===== src/cpp_pkg.sv =====
// Package with constants and state type of the charger power path control
package cpp_pkg;

	// ==========================================
	// Register map (index equals word address)
	localparam logic [3:0] CTRL_ADDR    = 4'h0;
	localparam logic [3:0] LIMIT_ADDR   = 4'h1;
	localparam logic [3:0] CURRENT_ADDR = 4'h2;
	localparam logic [3:0] STATUS_ADDR  = 4'h3;
	localparam logic [3:0] THERM_ADDR   = 4'h4;

	// ==========================================
	// Control register bit positions
	localparam int CHARGE_ENABLE_BIT_BIT   = 0;
	localparam int REG_RST_BIT  = 1;
	localparam int TCLR_BIT     = 2;
	localparam int PPATH_BIT    = 3;
	localparam int WD_DIS_BIT   = 4;
	localparam int CT_DIS_BIT   = 5;
	localparam int LIM_EN_BIT   = 6;
	localparam int AUTO_EN_BIT  = 7;
	localparam int DERATE_BIT   = 8;
	localparam int LIM_OVR_BIT  = 9;
	localparam logic [9:0] CTRL_RESET = 10'h041;

	// ==========================================
	// Limit codes and reset values
	localparam logic [1:0] LIM_100 = 2'h0;
	localparam logic [1:0] LIM_500 = 2'h2;
	localparam logic [1:0] LIM_900 = 2'h3;
	localparam logic [1:0] LIM_RESET = 2'h0;
	localparam logic [3:0] CHARGE_CURRENT_FIELD_RESET  = 4'hF;
	localparam logic [3:0] WEAK_CURRENT_FIELD_RESET = 4'h3;
	localparam logic [3:0] DERATE_STEPS = 4'h2;
	localparam logic [3:0] CHARGE_CURRENT_FIELD_LOWEST  = 4'h0;

	// ==========================================
	// Timing
	localparam longint CLK_HZ        = 125000000;
	localparam longint TICK_US       = 1000;
	localparam int     TICK_CYCLES   = int'(CLK_HZ * TICK_US / 1000000);
	localparam int     AUTO_STEP_US  = 10;
	localparam int     AUTO_CYCLES   = int'(CLK_HZ * AUTO_STEP_US / 1000000);
	localparam logic [19:0] WD_MS    = 20'd32000;
	localparam logic [24:0] CHG_MS   = 25'd18000000;
	localparam logic [23:0] USB_MS   = 24'd2700000;
	localparam logic [19:0] WU_MS    = 20'd900000;
	localparam logic [1:0]  POWER_FAIL_TOGGLES = 2'h3;

	// ==========================================
	// Charger states, one-hot
	typedef enum logic [11:0] {
		ST_OFF         = 12'h001,
		ST_CONFIG      = 12'h002,
		ST_WAIT        = 12'h004,
		ST_WEAK_WAIT   = 12'h008,
		ST_WEAK_SAFE   = 12'h010,
		ST_WEAK_CHARGE = 12'h020,
		ST_SAFE        = 12'h040,
		ST_PRE         = 12'h080,
		ST_FULL        = 12'h100,
		ST_EOC         = 12'h200,
		ST_FAULT       = 12'h400
	} cpp_state_t;

endpackage


===== src/cpp_top.sv =====
// Control logic of the charger: weak battery states, power path, timers, limits
`timescale 1ns/1ps

module cpp_top
(
	input  wire logic        clk,
	input  wire logic        rst_n,
	input  wire logic [3:0]  reg_addr,
	input  wire logic [15:0] reg_wdata,
	input  wire logic        reg_write,
	input  wire logic        reg_read,
	output logic      [15:0] reg_rdata,
	input  wire logic        system_power_monitor_pin,
	input  wire logic        current_select_pin_a,
	input  wire logic        current_select_pin_b,
	input  wire logic        input_detected,
	input  wire logic        input_overvoltage,
	input  wire logic        bat_above_safe,
	input  wire logic        bat_above_pre,
	input  wire logic        bat_above_weak_threshold,
	input  wire logic        bat_above_recharge,
	input  wire logic        sense_below_recharge,
	input  wire logic        charge_current_low,
	input  wire logic        input_sag,
	input  wire logic        gate_probe_high,
	input  wire logic        temp_warn,
	input  wire logic        temp_step_one,
	input  wire logic        temp_step_two,
	input  wire logic        temp_shutdown,
	output logic             battery_switch_gate,
	output logic             gate_probe_en,
	output logic             converter_en,
	output logic             linear_safe_en,
	output logic             linear_weak_en,
	output logic             limit_active,
	output logic [1:0]       input_current_ceiling,
	output logic [3:0]       charge_current_out,
	output logic             thermal_irq
);

	// ==========================================
	// Synchronisers for pins and comparators
	localparam int NS = 17;
	logic [NS-1:0] raw_in;
	logic [NS-1:0] sync1_reg;
	logic [NS-1:0] sync2_reg;
	assign raw_in = {system_power_monitor_pin, current_select_pin_a, current_select_pin_b,
		input_detected, input_overvoltage, bat_above_safe, bat_above_pre,
		bat_above_weak_threshold, bat_above_recharge, sense_below_recharge,
		charge_current_low, input_sag, gate_probe_high, temp_warn, temp_step_one,
		temp_step_two, temp_shutdown};

	genvar gi;
	generate
		for (gi = 0; gi < NS; gi++)
		begin : g_sync
			always_ff @(posedge clk)
			begin
				if (!rst_n)
				begin
					sync1_reg[gi] <= 1'b0;
					sync2_reg[gi] <= 1'b0;
				end
				else
				begin
					sync1_reg[gi] <= raw_in[gi];
					sync2_reg[gi] <= sync1_reg[gi];
				end
			end
		end
	endgenerate

	wire s_spm      = sync2_reg[16];
	wire s_pin_a    = sync2_reg[15];
	wire s_pin_b    = sync2_reg[14];
	wire s_in_det   = sync2_reg[13];
	wire s_in_ov    = sync2_reg[12];
	wire s_safe     = sync2_reg[11];
	wire s_pre      = sync2_reg[10];
	wire s_weak     = sync2_reg[9];
	wire s_rechg    = sync2_reg[8];
	wire s_sense_lo = sync2_reg[7];
	wire s_eoc_i    = sync2_reg[6];
	wire s_sag      = sync2_reg[5];
	wire s_probe    = sync2_reg[4];
	wire s_warn     = sync2_reg[3];
	wire s_m1       = sync2_reg[2];
	wire s_m2       = sync2_reg[1];
	wire s_sd       = sync2_reg[0];

	// ==========================================
	// Registers
	logic [9:0]  ctrl_reg;
	logic [1:0]  lim_reg;
	logic [3:0]  charge_current_field_reg;
	logic [3:0]  weak_current_field_reg;
	logic        watchdog_timeout_flag_reg;
	logic        switch_present_reg;
	cpp_pkg::cpp_state_t state_reg;
	cpp_pkg::cpp_state_t state_next;

	wire wr_ctrl  = reg_write && (reg_addr == cpp_pkg::CTRL_ADDR);
	wire wr_lim   = reg_write && (reg_addr == cpp_pkg::LIMIT_ADDR);
	wire wr_cur   = reg_write && (reg_addr == cpp_pkg::CURRENT_ADDR);
	wire reg_rst  = wr_ctrl && reg_wdata[cpp_pkg::REG_RST_BIT];
	wire tclr     = wr_ctrl && reg_wdata[cpp_pkg::TCLR_BIT];
	wire unplug   = !s_in_det;
	wire charge_enable_bit   = ctrl_reg[cpp_pkg::CHARGE_ENABLE_BIT_BIT];

	always_ff @(posedge clk)
	begin
		if (!rst_n || reg_rst)
		begin
			ctrl_reg  <= cpp_pkg::CTRL_RESET;
			lim_reg   <= cpp_pkg::LIM_RESET;
			charge_current_field_reg  <= cpp_pkg::CHARGE_CURRENT_FIELD_RESET;
			weak_current_field_reg <= cpp_pkg::WEAK_CURRENT_FIELD_RESET;
		end
		else
		begin
			if (wr_ctrl)
				ctrl_reg <= reg_wdata[9:0] & ~10'h006;
			if (wr_lim)
				lim_reg <= reg_wdata[1:0];
			if (wr_cur)
			begin
				charge_current_field_reg  <= reg_wdata[3:0];
				weak_current_field_reg <= reg_wdata[7:4];
			end
		end
	end

	// ==========================================
	// Input limit selection
	wire auto_mode = (!s_pin_a && s_pin_b) || ctrl_reg[cpp_pkg::AUTO_EN_BIT];
	wire [1:0] pin_lim = {s_pin_a, s_pin_b};
	wire [1:0] sel_lim = ctrl_reg[cpp_pkg::LIM_OVR_BIT] ? lim_reg : pin_lim;
	wire lim_en    = ctrl_reg[cpp_pkg::LIM_EN_BIT];
	wire lowest    = lim_en && (sel_lim == cpp_pkg::LIM_100) && !auto_mode;
	wire above_100 = !lowest;

	// ==========================================
	// Shared timebase and timers
	logic [16:0] tick_cnt_reg;
	wire tick = (tick_cnt_reg == 17'(cpp_pkg::TICK_CYCLES - 1));
	always_ff @(posedge clk)
	begin
		if (!rst_n || tick)
			tick_cnt_reg <= 17'h00000;
		else
			tick_cnt_reg <= tick_cnt_reg + 17'h00001;
	end

	wire off_st   = (state_reg == cpp_pkg::ST_OFF);
	wire active   = state_reg inside {cpp_pkg::ST_WEAK_SAFE, cpp_pkg::ST_WEAK_CHARGE,
		cpp_pkg::ST_SAFE, cpp_pkg::ST_PRE, cpp_pkg::ST_FULL};
	wire fault_st = (state_reg == cpp_pkg::ST_FAULT);
	wire weak_run = state_reg inside {cpp_pkg::ST_WEAK_WAIT, cpp_pkg::ST_WEAK_SAFE};

	logic [19:0] wd_reg;
	logic [24:0] ct_reg;
	logic [23:0] usb_reg;
	logic [19:0] wu_reg;
	wire wd_exp  = !ctrl_reg[cpp_pkg::WD_DIS_BIT] && (wd_reg >= cpp_pkg::WD_MS);
	wire ct_exp  = !ctrl_reg[cpp_pkg::CT_DIS_BIT] && (ct_reg >= cpp_pkg::CHG_MS);
	wire usb_exp = usb_reg >= cpp_pkg::USB_MS;
	wire wu_exp  = wu_reg >= cpp_pkg::WU_MS;

	always_ff @(posedge clk)
	begin
		if (!rst_n || off_st)
		begin
			wd_reg  <= 20'h00000;
			ct_reg  <= 25'h0000000;
			usb_reg <= 24'h000000;
			wu_reg  <= 20'h00000;
		end
		else
		begin
			if (reg_write || ctrl_reg[cpp_pkg::WD_DIS_BIT])
				wd_reg <= 20'h00000;
			else if (tick && (active || fault_st) && !wd_exp)
				wd_reg <= wd_reg + 20'h00001;
			if (tclr)
				ct_reg <= 25'h0000000;
			else if (tick && active && !ct_exp)
				ct_reg <= ct_reg + 25'h0000001;
			if (tclr)
				usb_reg <= 24'h000000;
			else if (tick && active && lowest && !usb_exp)
				usb_reg <= usb_reg + 24'h000001;
			if (above_100 || !weak_run)
				wu_reg <= 20'h00000;
			else if (tick && !wu_exp)
				wu_reg <= wu_reg + 20'h00001;
		end
	end

	// ==========================================
	// Monitor pin toggle counter
	logic       spm_d_reg;
	logic [1:0] tog_reg;
	wire weak_chg = state_reg inside {cpp_pkg::ST_WEAK_WAIT, cpp_pkg::ST_WEAK_SAFE,
		cpp_pkg::ST_WEAK_CHARGE};
	wire spm_tog  = s_spm != spm_d_reg;
	always_ff @(posedge clk)
	begin
		if (!rst_n)
		begin
			spm_d_reg <= 1'b0;
			tog_reg   <= 2'h0;
		end
		else
		begin
			spm_d_reg <= s_spm;
			if (!weak_chg || unplug)
				tog_reg <= 2'h0;
			else if (spm_tog && tog_reg != cpp_pkg::POWER_FAIL_TOGGLES)
				tog_reg <= tog_reg + 2'h1;
		end
	end
	wire power_fail = weak_chg && spm_tog && (tog_reg == 2'h2);

	// ==========================================
	// State machine
	wire timeout = wd_exp || ct_exp || usb_exp ||
		(wu_exp && state_reg != cpp_pkg::ST_WEAK_SAFE);
	wire ppath   = ctrl_reg[cpp_pkg::PPATH_BIT] && switch_present_reg;

	always_comb
	begin
		state_next = state_reg;
		case (state_reg)
			cpp_pkg::ST_OFF:         state_next = cpp_pkg::ST_CONFIG;
			cpp_pkg::ST_CONFIG:      state_next = cpp_pkg::ST_WAIT;
			cpp_pkg::ST_WAIT:
				if (switch_present_reg && !s_weak && !s_spm)
					state_next = cpp_pkg::ST_WEAK_WAIT;
				else
					state_next = cpp_pkg::ST_SAFE;
			cpp_pkg::ST_WEAK_WAIT:   state_next = cpp_pkg::ST_WEAK_SAFE;
			cpp_pkg::ST_WEAK_SAFE:
				if (wu_exp)
					state_next = cpp_pkg::ST_SAFE;
				else if (s_safe)
					state_next = cpp_pkg::ST_WEAK_CHARGE;
			cpp_pkg::ST_WEAK_CHARGE:
				if (s_weak)
					state_next = cpp_pkg::ST_FULL;
			cpp_pkg::ST_SAFE:        if (s_safe) state_next = cpp_pkg::ST_PRE;
			cpp_pkg::ST_PRE:         if (s_pre) state_next = cpp_pkg::ST_FULL;
			cpp_pkg::ST_FULL:        if (s_rechg && s_eoc_i) state_next = cpp_pkg::ST_EOC;
			cpp_pkg::ST_EOC:         if (!s_rechg) state_next = cpp_pkg::ST_FULL;
			cpp_pkg::ST_FAULT:
				if (wd_exp)
					state_next = cpp_pkg::ST_OFF;
				else if (charge_enable_bit && !s_sd)
					state_next = cpp_pkg::ST_WAIT;
			default:                 state_next = cpp_pkg::ST_OFF;
		endcase
		if (power_fail)
			state_next = cpp_pkg::ST_SAFE;
		if (state_reg != cpp_pkg::ST_OFF && state_reg != cpp_pkg::ST_FAULT &&
			(!charge_enable_bit || timeout || s_sd))
			state_next = cpp_pkg::ST_FAULT;
		if (unplug)
			state_next = cpp_pkg::ST_OFF;
	end

	always_ff @(posedge clk)
	begin
		if (!rst_n)
			state_reg <= cpp_pkg::ST_OFF;
		else
			state_reg <= state_next;
	end

	// ==========================================
	// Switch detection and watchdog flag
	always_ff @(posedge clk)
	begin
		if (!rst_n || unplug || reg_rst)
			switch_present_reg <= 1'b0;
		else if (state_reg == cpp_pkg::ST_CONFIG)
			switch_present_reg <= s_probe;
		if (!rst_n)
			watchdog_timeout_flag_reg <= 1'b0;
		else if (wd_exp && (active || fault_st))
			watchdog_timeout_flag_reg <= 1'b1;
		else if (reg_read && reg_addr == cpp_pkg::STATUS_ADDR)
			watchdog_timeout_flag_reg <= 1'b0;
	end

	// ==========================================
	// Switch path: open in weak states, and in end of charge with power path
	logic sw_open_reg;
	always_ff @(posedge clk)
	begin
		if (!rst_n)
			sw_open_reg <= 1'b0;
		else if (!switch_present_reg)
			sw_open_reg <= 1'b0;
		else if (weak_chg)
			sw_open_reg <= 1'b1;
		else if (state_reg == cpp_pkg::ST_EOC && ppath && !s_sense_lo)
			sw_open_reg <= 1'b1;
		else
			sw_open_reg <= 1'b0;
	end

	// ==========================================
	// Automatic charge current and thermal derating
	logic [3:0]  auto_reg;
	logic        held_reg;
	logic [10:0] astep_reg;
	logic        warn_d_reg;
	logic        m1_d_reg;
	logic        m2_d_reg;
	wire astep = astep_reg == 11'(cpp_pkg::AUTO_CYCLES - 1);
	always_ff @(posedge clk)
	begin
		if (!rst_n || !auto_mode || !active)
		begin
			auto_reg  <= 4'h0;
			held_reg  <= 1'b0;
			astep_reg <= 11'h000;
		end
		else
		begin
			astep_reg <= astep ? 11'h000 : astep_reg + 11'h001;
			if (s_sag && !held_reg)
			begin
				held_reg <= 1'b1;
				if (auto_reg != 4'h0)
					auto_reg <= auto_reg - 4'h1;
			end
			else if (astep && !held_reg && auto_reg < charge_current_field_reg)
				auto_reg <= auto_reg + 4'h1;
		end
	end

	wire [3:0] base_i = (state_reg == cpp_pkg::ST_WEAK_CHARGE) ? weak_current_field_reg
		: auto_mode ? auto_reg : charge_current_field_reg;
	wire derate = ctrl_reg[cpp_pkg::DERATE_BIT] && s_warn;
	wire [3:0] m1_i = (base_i > cpp_pkg::DERATE_STEPS) ? base_i - cpp_pkg::DERATE_STEPS
		: cpp_pkg::CHARGE_CURRENT_FIELD_LOWEST;
	wire [3:0] eff_i = !derate ? base_i : s_m2 ? cpp_pkg::CHARGE_CURRENT_FIELD_LOWEST : s_m1 ? m1_i : base_i;

	always_ff @(posedge clk)
	begin
		if (!rst_n)
		begin
			warn_d_reg  <= 1'b0;
			m1_d_reg    <= 1'b0;
			m2_d_reg    <= 1'b0;
			thermal_irq <= 1'b0;
			charge_current_out <= 4'h0;
			input_current_ceiling <= cpp_pkg::LIM_100;
		end
		else
		begin
			warn_d_reg  <= s_warn;
			m1_d_reg    <= s_m1;
			m2_d_reg    <= s_m2;
			thermal_irq <= (s_warn && !warn_d_reg) ||
				(ctrl_reg[cpp_pkg::DERATE_BIT] && ((s_m1 && !m1_d_reg) || (s_m2 && !m2_d_reg)));
			charge_current_out <= eff_i;
			input_current_ceiling <= auto_mode ? cpp_pkg::LIM_900 : sel_lim;
		end
	end

	// ==========================================
	// Outputs
	assign battery_switch_gate = sw_open_reg;
	assign gate_probe_en  = (state_reg == cpp_pkg::ST_CONFIG);
	assign converter_en   = active || state_reg inside {cpp_pkg::ST_WEAK_WAIT, cpp_pkg::ST_EOC};
	assign linear_safe_en = (state_reg == cpp_pkg::ST_WEAK_SAFE);
	assign linear_weak_en = (state_reg == cpp_pkg::ST_WEAK_CHARGE);
	assign limit_active   = lim_en && s_in_det && !s_in_ov;

	// ==========================================
	// Read data
	logic [15:0] rd_mux;
	always_comb
	begin
		case (reg_addr)
			cpp_pkg::CTRL_ADDR:    rd_mux = {6'h00, ctrl_reg};
			cpp_pkg::LIMIT_ADDR:   rd_mux = {14'h0000, lim_reg};
			cpp_pkg::CURRENT_ADDR: rd_mux = {8'h00, weak_current_field_reg, charge_current_field_reg};
			cpp_pkg::STATUS_ADDR:  rd_mux = {2'h0, watchdog_timeout_flag_reg, switch_present_reg, state_reg[11:0]};
			cpp_pkg::THERM_ADDR:   rd_mux = {12'h000, s_sd, s_m2, s_m1, s_warn};
			default:               rd_mux = 16'h0000;
		endcase
	end

	always_ff @(posedge clk)
	begin
		if (!rst_n)
			reg_rdata <= 16'h0000;
		else if (reg_read)
			reg_rdata <= rd_mux;
		else
			reg_rdata <= 16'h0000;
	end

endmodule


===== config.mk =====
export PLATFORM = sky130hd
export DESIGN_NAME = cpp_top
export DESIGN_NICKNAME = d
export VERILOG_FILES = /design/src/cpp_pkg.sv /design/src/cpp_top.sv
export SDC_FILE = /design/constraint.sdc
export NUM_CORES = 1
export LEC_CHECK = 0
export BUFFER_PORTS_ARGS = -buffer_cell sky130_fd_sc_hd__buf_2
export CORE_MARGIN = 2
export CORE_UTILIZATION = 45
export CTS_CLUSTER_DIAMETER = 100
export DETAILED_ROUTE_END_ITERATION = 7
export PLACE_DENSITY = 0.7
export SLEW_MARGIN = 30
export SYNTH_ARGS = -nofsm -noshare
export SYNTH_HDL_FRONTEND = slang
export SYNTH_SLANG_ARGS = --single-unit

===== constraint.sdc =====
create_clock -name clk -period 2.94 [get_ports clk]
set_input_delay 0.294 -clock clk [delete_from_list [all_inputs] [get_ports clk]]
set_output_delay 0.294 -clock clk [all_outputs]
set_load 0.005 [all_outputs]

==> flow_summary_export.csv <==
group,metric,value,unit
status,outcome,"finished, final reports clean",
placed_design,io_buffers,60,
logic_synthesis,synth_top_family_by_area,"simple AND/OR/NAND/NOR gates",
setup_path,crit_path_max_fanout,10,
logic_synthesis,synthDistinctLibCells,73,
routing,num_vias,7588,
clock_network,cts_root_buffer,"clkbuf_16",
routing,drt_first_pass_iters,6,
placed_design,place_congestion,0.894,
hold_path,hp-class,"in2reg",
timing,fin_hold_ws,0.0169,ns
timing,hold_viol,0,
cells_and_area,largest_register_ffs,25,
timing,slew_violations,0,
placed_design,placed_cell_area,10100,µm²
routing,viasPerCell,5.22,
logic_synthesis,syn_area_per_cell,8.74,µm²
logic_synthesis,synth.area.mux_share,1.49,%
clock_network,clock_tree.buffer_depth,3,
placed_design,hpwl,14200,µm
timing,worst_pin_slew,0.696,ns
clock_network,cts_setup_buffers,0,
setup_path,cp_data_arrival_time,2.45,ns
floorplan,io_pins,70,
setup_path,worst_setup_path_start_kind,"register",
logic_synthesis,synth_fa_ha_area_share,2.72,%
logic_synthesis,synth-seq-cells,214,
cells_and_area,fillers,1938,
routing,drt_wl_total,20600,µm
logic_synthesis,synth_xor_xnor_area_share,8.51,%
logic_synthesis,netlist_area,9470,µm²
routing,drt_iter0_drc,525,
routing,drc,0,
clock_network,cts_buffers,23,
grt,grt_pass1_wl,34700,µm
logic_synthesis,yosys.area.top_type_share,45.3,%
clock_network,cts.sinks,214,
floorplan,core,20800,µm²
logic_synthesis,ys.flop_type,"dfxtp_1",
timing,finClkSkew,0.0135,ns
power_and_ir_drop,power_density,553,nW/µm²
timing,fin_crit,2.74,ns
power_and_ir_drop,p_leak,4.08,nW
clock_network,cts_tree,"built",
timing,setup_tns,0,ns
cells_and_area,nets,1222,
setup_path,path_class,"reg2out",
cells_and_area,area_growth,16.2,%
logic_synthesis,netlist_instances,1083,
logic_synthesis,yosys.area.top_type,"dfxtp_1",
timing,fin_crit_sh,93.3,%
routing,wl_per_cell,14.2,µm
setup_path,worstSetupEndpointType,"output port",
clock_network,clkTransAtPathRegs,0.06,ns
grt,antenna_found_initial,2,
logic_synthesis,ys_warn_count,0,
logic_synthesis,synthTopCellsByArea,"dfxtp_1 (45%), nor2_1 (5.9%), xor2_1 (5.9%), and2_1 (3.8%), nand2_1 (3.4%)",
logic_synthesis,synthSimpleGateAreaFrac,28.4,%
clock_network,htreeDepth,1,
floorplan,fp.dieArea,22200,µm²
timing,relSlewSlack,53.6,%
floorplan,die_w,149,µm
clock_network,clock_latency,0.52,ns
logic_synthesis,ys_seq_area_share,45.3,%
logic_synthesis,synth_compound_area_share,9.79,%
flow_run,drv_cap,0,
cells_and_area,drive_above_1_share,11.6,%
hold_path,hold_depth,3,
power_and_ir_drop,ir_drop,555,µV
logic_synthesis,synth_edf_count,0,
cells_and_area,design_area,11000,µm²
grt,grt_pass1_vias,7070,
floorplan,start_util,45.5,%
setup_path,r2r_cells,10,
timing,max_clock_freq,365,MHz
timing,rsz0062_at_grt,"false",
grt,grt_usage,18.8,%
floorplan,die_h,149,µm
floorplan,rows,53,
routing,ant_nets,0,
logic_synthesis,ys_async_sr_fraction,0,%
setup_path,cp.required,2.65,ns
timing,setup_viol_count_final,0,
grt,grt_max_degree,50,
grt,overflow,0,
where the power goes:
group          total [mW]  switching (mW)  internal, mW
logic               0.188           0.101        0.0869
clock network        2.94            1.20          1.74
registers            2.96          0.0215          2.94
total                6.08            1.32          4.76
cell families after synthesis:
kind of cell               count (synthesis)
DFF                                      214
AOI/OAI and AO/OA                        138
other                                      1
xor gates and xnor gates                  92
buffers and inverters                     83
and+or+nand+nor                          521
muxes                                     14
adders and majority gates                 20
synth_stat cells (3+ instances only):
cell type / number
nand4b_1: 3
and4_1: 11
nor3_1: 20
nor2b_1: 9
nor4_1: 13
dfxtp_1: 214
clkbuf_1: 28
a222oi_1: 5
o22ai_1: 4
a21boi_0: 3
mux2i_1: 13
o211ai_1: 5
nand2_1: 86
a21o_1: 4
nand3_1: 63
and2_1: 57
nor2_1: 150
a21oi_1: 48
a211oi_1: 3
a31oi_1: 4
buf_4: 4
xnor2_1: 28
nor3b_1: 3
or3_1: 15
nand2b_1: 5
nand4_1: 33
nand3b_1: 5
ha_1: 19
xor2_1: 64
inv_1: 39
o21ai_0: 31
and3_1: 27
a22oi_1: 7
nor4b_1: 3
buf_2: 10
worst max-delay path: stages, from the launching register on:
cell and delay (ns):
dfxtp_1 0.58, nor3b_1 0.26, a22oi_1 0.16, a2111oi_4 0.39, buf_4 0.22, nand3b_1 0.18
buf_2 0.14
path summary, 6_finish.rpt:
check	from	end	slack, ns
worst max-delay path	state_reg[5]$_SDFFE_PP0P_	converter_en	0.20
worst min-delay path	reg_wdata[5]	weak_current_field_reg[1]$_SDFFE_PP1P_	0.02
worst max register to register	tick_cnt_reg[0]$_SDFF_PP0_	usb_reg[11]$_SDFFE_PP0P_	0.32
worst min register to register	sync1_reg[16]$_SDFF_PN0_	s_spm$_SDFF_PN0_	0.43
stage by stage:
stage               utilization [%]  setup slack, ns  cells  power, mW
finish                         52.8            0.197   1454       6.08
global route                   52.8           0.0392   1454       6.30
CTS                            52.8            0.200   1453       6.14
detailed placement             48.3            0.311   1394       3.19
global placement               48.3            0.320   1394       3.19
floorplan                         -            0.660   1085       3.13
final cells by class:
type                       instances  area [µm²]  area share (%)
clock buffer                      26         597            5.42
sequential                       214        4280            38.9
antenna                            1        2.50          0.0227
inverter                          39         146            1.33
multi-input combinational        788        4840            44.0
clock inverter                    16         175            1.59
timing repair buffer              95         618            5.62
tap                              275         344            3.13
layer usage:
layer / up-vias / GRT usage (%) / part of all wire, %
met5: - / 0 / 0.063
met4: 2 / 5.29 / 2.2
met3: 35 / 3.58 / 4.7
met2: 158 / 30.3 / 45
met1: 3498 / 25.9 / 48
li1: 3895 / - / -
placed cells by master (no fill, tap or decap), types with 5 or more instances in the layout:
cell type / count
dfxtp_1: 214
nor2_1: 150
nand2_1: 86
xor2_1: 64
nand3_1: 63
buf_2: 60
and2_1: 57
a21oi_1: 48
inv_1: 39
nand4_1: 33
o21ai_0: 31
xnor2_1: 28
and3_1: 27
clkbuf_16: 23
nor3_1: 20
ha_1: 19
dlygate4sd3_1: 17
buf_4: 17
or3_1: 15
nor4_1: 13
mux2i_1: 13
and4_1: 11
nor2b_1: 9
a22oi_1: 7
clkinv_2: 6
nand2b_1: 5
nand3b_1: 5
o211ai_1: 5
a222oi_1: 5
clkinvlp_4: 5
what timing repair did:
item | CTS | global route
gates resized for setup | 0 | 0
hold buffers | 17 | 0
hold endpoints to repair | 17 | 0
Note: power is estimated with default switching activity, not from simulation.
